### config.mk
export PLATFORM = sky130hd
export DESIGN_NAME = lcr_top
export DESIGN_NICKNAME = d
export VERILOG_FILES = /design/src/core/lcr_pkg.sv /design/src/core/lcr_lane_reg.sv /design/src/core/lcr_top.sv
export SDC_FILE = /design/constraint.sdc
export NUM_CORES = 1
export LEC_CHECK = 0
export BUFFER_PORTS_ARGS = -buffer_cell sky130_fd_sc_hd__buf_2
export CAP_MARGIN = 25
export CORE_MARGIN = 2
export CORE_UTILIZATION = 47
export DETAILED_ROUTE_END_ITERATION = 10
export GPL_TIMING_DRIVEN = 0
export PLACE_DENSITY = 0.85
export REMOVE_ABC_BUFFERS = 1
export SLEW_MARGIN = 20
export SYNTH_ARGS = -nofsm -noshare
export SYNTH_HDL_FRONTEND = slang
export SYNTH_HIERARCHICAL = 1
export SYNTH_SLANG_ARGS = --single-unit
### constraint.sdc
create_clock -name REF_CLK -period 2.15 [get_ports REF_CLK]
set_input_delay 0.43 -clock REF_CLK [delete_from_list [all_inputs] [get_ports REF_CLK]]
set_output_delay 0.43 -clock REF_CLK [all_outputs]
set_load 0.05 [all_outputs]
### src/core/lcr_pkg.sv
// Purpose: Shared constants and types for the lane control register bank
// Assumes: Byte addressing on the register bus, one 32-bit word per register
// Notes: Lane control field layout matches the register bit layout exactly
package lcr_pkg;

    // Register map (byte offsets)
    localparam int LCR_ADDR_W = 8;
    localparam int LCR_NUM_LANES = 2;
    localparam int LCR_FIRST_LANE = 4;
    localparam logic [7:0] LCR_LANE_OFFSET [LCR_NUM_LANES] = '{8'h14, 8'h18};

    // Field positions inside a lane control word
    localparam int LCR_SPARE_MSB = 9;
    localparam int LCR_SPARE_LSB = 2;
    localparam int LCR_POWER_OFF_BIT = 1;
    localparam int LCR_TX_INVERT_BIT = 0;
    localparam int LCR_CTRL_W = 10;

    // Width of the lane power-off vector seen by the transport layer
    localparam int LCR_LANE_VEC_W = 8;

    // One lane's stored control; bit order equals register bits 9:0
    typedef struct packed {
        logic [7:0] spare;
        logic power_off;
        logic tx_invert;
    } lcr_ctrl_s;

    // Values after reset
    localparam lcr_ctrl_s LCR_CTRL_RESET = '{spare: 8'h00, power_off: 1'b0, tx_invert: 1'b0};
    localparam logic [31:0] LCR_READ_RESET = 32'h0000_0000;

endpackage

### src/core/lcr_lane_reg.sv
// Purpose: One lane control register with byte-lane write merge
// Assumes: Write strobe already qualified by address match and bus accept
// Notes: Only bits 9:0 are stored; upper bits never exist in hardware
`timescale 1ns/1ps
`default_nettype none
module lcr_lane_reg
    import lcr_pkg::*;
(
    input wire logic ref_clk,
    input wire logic rstn,
    input wire logic wr_en,
    input wire logic [3:0] byte_en,
    input wire logic [31:0] wr_data,
    output lcr_ctrl_s ctrl
);

    lcr_ctrl_s ctrl_q;
    logic [LCR_CTRL_W-1:0] ctrl_d;
    wire logic [LCR_CTRL_W-1:0] cur = ctrl_q;

    // Byte 0 carries bits 7:0, byte 1 carries bits 9:8 of the spare field
    assign ctrl_d[7:0] = (wr_en && byte_en[0]) ? wr_data[7:0] : cur[7:0];
    assign ctrl_d[9:8] = (wr_en && byte_en[1]) ? wr_data[9:8] : cur[9:8];

    // Storage; bits 31:10 are simply not kept
    always_ff @(posedge ref_clk) begin
        if (!rstn) begin
            ctrl_q <= LCR_CTRL_RESET;
        end else begin
            ctrl_q <= lcr_ctrl_s'(ctrl_d);
        end
    end

    assign ctrl = ctrl_q;

endmodule // lcr_lane_reg
`default_nettype wire

### src/core/lcr_top.sv
// Purpose: Lane control register bank for lanes 4 and 5 with power-off and polarity outputs
// Assumes: Avalon-MM master on REF_CLK; transmit data arrives on the same clock
// Notes: Every access waits exactly one cycle; unmapped reads return zero
`timescale 1ns/1ps
`default_nettype none

// Summary of operation
// Bits 9:2 spare, read-write, reset zero
// Bit 1 power-down, read-write, reset zero
// Stored power-down drives power-off vector element n
// Transport layer marks powered-down lane dropped
// Outside logic may mask transceiver receive resets
// Bit 0 inverts transmit data polarity
// Lane 4 register decoded at offset 0x14
// Bits 31:10 read zero, writes ignored
module lcr_top
    import lcr_pkg::*;
#(
    parameter int TX_W = 32
) (
    input wire logic REF_CLK,
    input wire logic RSTN,
    input wire logic [LCR_ADDR_W-1:0] AV_ADDRESS,
    input wire logic AV_READ,
    input wire logic AV_WRITE,
    input wire logic [31:0] AV_WRITEDATA,
    input wire logic [3:0] AV_BYTEENABLE,
    output logic [31:0] AV_READDATA,
    output logic AV_WAITREQUEST,
    input wire logic [LCR_NUM_LANES*TX_W-1:0] TX_DATA_IN,
    output logic [LCR_NUM_LANES*TX_W-1:0] TX_DATA_OUT,
    output logic [LCR_LANE_VEC_W-1:0] LANE_POWER_OFF,
    output logic [LCR_LANE_VEC_W-1:0] TL_LANE_DROPPED
);

    logic ack_q;
    logic [31:0] rdata_q;
    logic [LCR_NUM_LANES*TX_W-1:0] tx_q;
    lcr_ctrl_s lane_ctrl [LCR_NUM_LANES];
    logic [LCR_NUM_LANES-1:0] lane_sel;
    logic [LCR_CTRL_W-1:0] rd_chain [LCR_NUM_LANES+1];

    // Bus request decode; one wait cycle lets read data come from a flop
    wire logic av_req = AV_READ || AV_WRITE;
    wire logic av_accept = av_req && ack_q;
    wire logic wr_accept = AV_WRITE && ack_q;
    wire logic rd_capture = AV_READ && !ack_q;

    assign AV_WAITREQUEST = av_req && !ack_q;
    assign AV_READDATA = rdata_q;

    // Acknowledge toggles so back-to-back requests each see one wait cycle
    always_ff @(posedge REF_CLK) begin
        if (!RSTN) begin
            ack_q <= 1'b0;
        end else begin
            ack_q <= av_req && !ack_q;
        end
    end

    // Per-lane address match, register and transmit path
    assign rd_chain[0] = '0;
    generate
        for (genvar i = 0; i < LCR_NUM_LANES; i++) begin : g_lane
            wire logic [TX_W-1:0] tx_in = TX_DATA_IN[i*TX_W +: TX_W];
            wire logic [TX_W-1:0] tx_inv = tx_in ^ {TX_W{lane_ctrl[i].tx_invert}};
            wire logic [TX_W-1:0] tx_d = lane_ctrl[i].power_off ? '0 : tx_inv;

            // Word match only; low address bits do not select a lane
            assign lane_sel[i] = (AV_ADDRESS[LCR_ADDR_W-1:2] == LCR_LANE_OFFSET[i][LCR_ADDR_W-1:2]);

            lcr_lane_reg u_reg (
                .ref_clk(REF_CLK),
                .rstn(RSTN),
                .wr_en(wr_accept && lane_sel[i]),
                .byte_en(AV_BYTEENABLE),
                .wr_data(AV_WRITEDATA),
                .ctrl(lane_ctrl[i])
            );

            // Read mux as an OR chain of selected lanes
            assign rd_chain[i+1] = rd_chain[i] | (lane_sel[i] ? LCR_CTRL_W'(lane_ctrl[i]) : '0);

            // Registered transmit data, one cycle of latency per lane
            always_ff @(posedge REF_CLK) begin
                if (!RSTN) begin
                    tx_q[i*TX_W +: TX_W] <= '0;
                end else begin
                    tx_q[i*TX_W +: TX_W] <= tx_d;
                end
            end
        end
    endgenerate

    assign TX_DATA_OUT = tx_q;

    // Power-off vector: only elements of lanes held here are driven high
    generate
        for (genvar b = 0; b < LCR_LANE_VEC_W; b++) begin : g_vec
            if (b >= LCR_FIRST_LANE && b < LCR_FIRST_LANE + LCR_NUM_LANES) begin : g_own
                assign LANE_POWER_OFF[b] = lane_ctrl[b-LCR_FIRST_LANE].power_off;
                assign TL_LANE_DROPPED[b] = lane_ctrl[b-LCR_FIRST_LANE].power_off;
            end else begin : g_other
                assign LANE_POWER_OFF[b] = 1'b0;
                assign TL_LANE_DROPPED[b] = 1'b0;
            end
        end
    endgenerate

    // Read data captured in the wait cycle; upper bits always zero
    always_ff @(posedge REF_CLK) begin
        if (!RSTN) begin
            rdata_q <= LCR_READ_RESET;
        end else if (rd_capture) begin
            rdata_q <= {22'h000000, rd_chain[LCR_NUM_LANES]};
        end
    end

    wire logic [LCR_CTRL_W-1:0] l4_bits = lane_ctrl[0];
    wire logic [LCR_CTRL_W-1:0] l5_bits = lane_ctrl[1];
    wire logic any_sel = |lane_sel;
    wire logic l4_full_wr = wr_accept && AV_ADDRESS == LCR_LANE_OFFSET[0] && AV_BYTEENABLE == 4'hf;
    wire logic l5_full_wr = wr_accept && AV_ADDRESS == LCR_LANE_OFFSET[1] && AV_BYTEENABLE == 4'hf;
endmodule // lcr_top
`default_nettype wire

Yosys cells after proc, flatten, opt, wreduce, memory -nomap -nowiden --
Index checks and enable logic that the tools add are counted.
Operators by class: equality and inequality tests 2, multiplexer cells 2, bitwise operators 4, reduce and logical (&&, ||, !) cells 13
Operators by type and width (count):
- $xor A32 B32 Y32 | 2
- $mux W10 | 2
- $eq A6 B3 Y1 const B | 2
- $or A10 B10 Y10 | 1
- $logic_and A1 B1 Y1 | 9
- $reduce_or A2 Y1 | 2
- $logic_not A1 Y1 | 1
- $logic_or A1 B1 Y1 | 1
- $not A1 Y1 | 1
Storage, ports and cells: flip-flop bits (word level) 95, input bits 112, output and inout bits 113, logic and storage cells 33

Longest topological paths before layout --
depth after elaboration 3, depth in mapped cells 5, depth with buffers taken out 4

Cells and area by module --
Netlist, hierarchy kept.
Modules (own cells, without submodules):
- lcr_top | instances 1, cells each 312, area each 3024.2 um^2, sequential area each 1501.4 um^2
- lcr_lane_reg | instances 2, cells each 47, area each 432.9 um^2, sequential area each 200.2 um^2

Worst setup path after synthesis --
OpenSTA, ideal clock, no wires.
kind input-to-output, start in AV_WRITE, end out AV_WAITREQUEST, data arrival time 1.122 ns, data required time 1.720 ns, setup slack 0.598 ns, stages 2, path buffers 0, path through nor2_1 > nor2_1
On the way: cells in the longest elaborated chain, start to end 2
RTL lines:
- start: declaration | RTL line lcr_top.sv:25 | input wire logic AV_WRITE,
- $logic_or A1 B1 Y1 | RTL line lcr_top.sv:44 | wire logic av_req = AV_READ || AV_WRITE;
- $logic_and A1 B1 Y1 | RTL line lcr_top.sv:49 | assign AV_WAITREQUEST = av_req && !ack_q;
- end: declaration | RTL line lcr_top.sv:29 | output logic AV_WAITREQUEST,
Every way passes these cells.

Worst setup path in the final report --
start in AV_ADDRESS[5], end reg g_lane[1].u_reg.ctrl_q, in the netlist g_lane[1].u_reg/ctrl[1]
On the way: cells in the longest elaborated chain, start to end 3
RTL lines:
- start: declaration | RTL line lcr_top.sv:23 | input wire logic [LCR_ADDR_W-1:0] AV_ADDRESS,
- $eq A6 B3 Y1 | RTL line lcr_top.sv:70 | assign lane_sel[i] = (AV_ADDRESS[LCR_ADDR_W-1:2] == LCR_LANE_OFFSET[i][LCR_ADDR_W-1:2]);
- $logic_and A1 B1 Y1 | RTL line lcr_top.sv:75 | .wr_en(wr_accept && lane_sel[i]),
- $logic_and A1 B1 Y1 | RTL line lcr_lane_reg.sv:22 | assign ctrl_d[7:0] = (wr_en && byte_en[0]) ? wr_data[7:0] : cur[7:0];
- end signal: assignment | RTL line lcr_lane_reg.sv:30 | ctrl_q <= lcr_ctrl_s'(ctrl_d);
- end: declaration | RTL line lcr_lane_reg.sv:17 | lcr_ctrl_s ctrl_q;
Every way passes these cells. A chain may end at the register's enable or synchronous reset.

==> summary by stage <==
Status
The flow ran to the end, and the final reports show no timing, DRC or antenna violations.

Synth
The post-synthesis cell area is just under 4000 um2. In the synthesized netlist, the number of instances is about 410. Counting flops and latches in the post-synthesis netlist gives 95.

The unique cell type count in the Yosys netlist is 22. The part of the Yosys area used for sequential elements is about 49%. Dividing the synthesized area by the synthesized cell count gives 9.58 um2. The warning count from the yosys run is 6.

Final layout
The final layout net count is 663. After routing the design area is around 4800 um2. The final standard cell utilization of the core is 58.8%.

In the final layout, the share of cells above drive strength 1 is a little under two fifths. Relative to the synthesized area, the layout overhead comes to 22.9%. The diode insertion count for antenna repair is 0.

Setup path
The kind of critical path is in2reg. The launch point of the critical path is AV_ADDRESS[5]. The setup check on the worst reg-to-reg path leaves a slack of 760 ps. The maximum fanout along the worst path is 12. Among all stages on the critical path, the largest delay is contributed by nor4b_4. The worst register-to-register path begins at ack_q$_SDFF_PN0_. The signal on the critical path passes through buf_2 > nor4b_4 > and4_1 > and2_4 > o21ai_2. The required time at the endpoint of the critical path is 2380 ps.

STA classifies the critical path startpoint as a primary input. For this run, the slowest stage of the critical path takes around 660 ps. The arrival time reported for the critical path endpoint is 2230 ps. The critical path capture point type is a flop.

Worst hold path
The min-delay analysis places its worst path in the category in2reg. The worst min-delay path startpoint is TX_DATA_IN[43].

Floorplanning
The floorplan step defined a die boundary enclosing 9020 um2. The die span in y is 95.0 um. The horizontal extent of the die is 95.0 um. After floorplanning, the core was sized to cover 8130 um2. The standard-cell row count is 33. Pin placement for this block handled roughly 230 I/O pins. Once the floorplan was initialized, standard cells occupied 47.8% of the core.

Routing
Dividing the detail-routed via count by the number of cells gives between 4 and 5. The number of routed nets with antenna violations is 0. The sum of routed wire length over all layers is 8530 um. The number of remaining DRC errors is 0.

The detailed router finished its first iteration with 78 violations. The total number of vias is 3085. The first-pass iteration count of the detailed router is 4. The routed wire length per instance is 12.9 um.

CTS
The tree is rooted in a clkbuf_8. The number of H-tree branching levels is 3. The clock net in this run drives a total of between 90 and 100 sinks. TritonCTS built the clock tree. The number of buffers inserted during clock tree synthesis is 9.

For the worst-skew pair, the clock arrives at the later sink with an insertion delay of 350 ps. Hold repair after CTS inserted 0 buffers. The number of gates resized after CTS was 0. The total setup buffers inserted after CTS is 0.

The longest clock path from root to sink contains 2 buffers. After clock tree synthesis, the clock-pin slew on the worst setup and hold paths is 100 ps.

Global routing
The number of antenna violations at the first check in global routing is 0. The global router's overall resource usage is 17.9%. The number of global-route vias before repair is 2778. The wire length of the first global-routing pass is 12500 um. The maximum number of pins on one net before global-route repair is 54. The total grt overflow is 0.

STA
The final count of negative-setup-slack endpoints is 0. Setup repair after global routing left no endpoint under its margin. Measured against its own limit, the worst slew margin works out to about two fifths. For the final database, setup skew stands at about 11 ps. The minimum hold slack is 314 ps. The worst path needs 2000 ps of the cycle, external delays included. The total count of hold-check failures in the final report was 0. The maximum achievable frequency is 500 MHz.

The share of the clock period used by the worst path is approximately 93%. After layout, the worst setup slack is about 150 ps. The worst-margin pin slew is 894 ps. The number of pins exceeding their max-slew limit in the final report was 0.

Pwr
In this run the static leakage power is 0.00214 uW. Dividing total power by cell area gives a power density of about 810 nW/um2. IR analysis of the VDD net gives a maximum drop of between 0.0003 and 0.0004 V.

Placement
Input and output buffers added on the ports amount to between 150 and 200. The routability-driven placement congestion ratio is 0.729. The worst slack after detailed placement is -486 ps. The total cell area at the placement stage is roughly 4500 um2. The HPWL after detailed placement is 6100 um.

Job
The max-cap check violation count is 0.
==> final cells by class <==
cell class	count	area (um2)
well taps	105	131
fillers	730	3350
repair buffers	167	876
clock buffers	10	128
multi-input cells	278	1650
flip-flops and latches	95	1900
clock inverters	6	93.8
==> registers in the layout (all words and copies together) (netlist names) <==
register and flops:
AV_READDATA 10, TX_DATA_OUT 64, g_lane.u_reg/ctrl 20, ack_q 1
==> Yosys cell counts <==
library cell	count	area, um2
and2_4	2	17.5
nand4_1	20	125
o21ai_0	4	20.0
buf_12	2	40.0
nor2_1	66	248
nand2b_1	2	12.5
a31oi_1	10	62.6
buf_2	9	45.0
nand2_1	20	75.1
o21ai_1	10	50.1
and2_1	3	18.8
clkbuf_1	9	33.8
and4_1	2	17.5
o21ai_2	16	140
nand3_1	20	100
nor2b_1	3	18.8
buf_4	41	308
dfxtp_1	95	1900
nor4b_4	1	23.8
conb_1	1	3.75
xnor2_1	64	561
buf_6	6	67.6
==> per-layer routing <==
layer / routed length (um) / up-vias / GRT usage [%] / part of all wire [%]
li1: - / 1538 / - / -
met1: 3450 / 1386 / 20.6 / 40
met2: 4270 / 147 / 31.4 / 50
met3: 689 / 14 / 5.19 / 8.1
met4: 119 / 0 / 6.40 / 1.4
met5: 0 / - / 0 / 0
==> placed cells by master, fill, tap and decap left out, types with 4 or more instances in the layout <==
cell / instances
nand3_1: 20
nand2_1: 20
conb_1: 34
buf_2: 164
o21ai_1: 10
xnor2_1: 64
nor2_1: 66
dfxtp_1: 93
a31oi_1: 10
o21ai_0: 4
clkbuf_8: 9
o21ai_2: 16
nand4_1: 20
==> cells by family (layout without fill, tap and decap cells) <==
kind of cell              count (synthesis)  count (layout)  synth area share, %
and+or+nand+nor                         139             140                 16.9
DFF                                      95              95                 48.9
buffers and inverters                    67             183                 12.7
xor gates and xnor gates                 64              64                 14.4
AOI/OAI and AO/OA                        40              40                 7.01
other                                     1              34               0.0964
==> power breakdown <==
| group | switching, uW | total, uW | leakage [uW] | internal [uW] |
|---|---|---|---|---|
| combinational | 573 | 751 | 0.00124 | 178 |
| clock | 606 | 1270 | 0.000107 | 664 |
| sequential | 22.8 | 1860 | 0.000786 | 1840 |
| total | 1200 | 3880 | 0.00214 | 2680 |
==> stage by stage <==
| stage | power, uW | setup TNS, ps | cells |
|---|---|---|---|
| floorplan | 2430 | 0 | 372 |
| global placement | 2630 | -11310 | 641 |
| detailed placement | 2650 | -12260 | 644 |
| CTS | 3920 | 0 | 661 |
| global route | 4040 | 0 | 661 |
| finish | 3880 | 0 | 661 |
==> critical path, delay by kind of cell <==
family / cells / cell delay, ps
compound gates: 1 / 80
buf+inv: 1 / 140
simple gates: 3 / 1580
==> worst paths after layout <==
| kind | end | cells after the start |
|---|---|---|
| max | g_lane[1].u_reg/ctrl[1]$_SDFFE_PN0P_ | 5 |
| min | TX_DATA_OUT[43]$_SDFF_PP0_ | 3 |
| max reg2reg | g_lane[1].u_reg/ctrl[1]$_SDFFE_PN0P_ | 3 |
| min reg2reg | g_lane[1].u_reg/ctrl[3]$_SDFFE_PN0P_ | 2 |
Note: power is estimated with default switching activity, not from simulation.
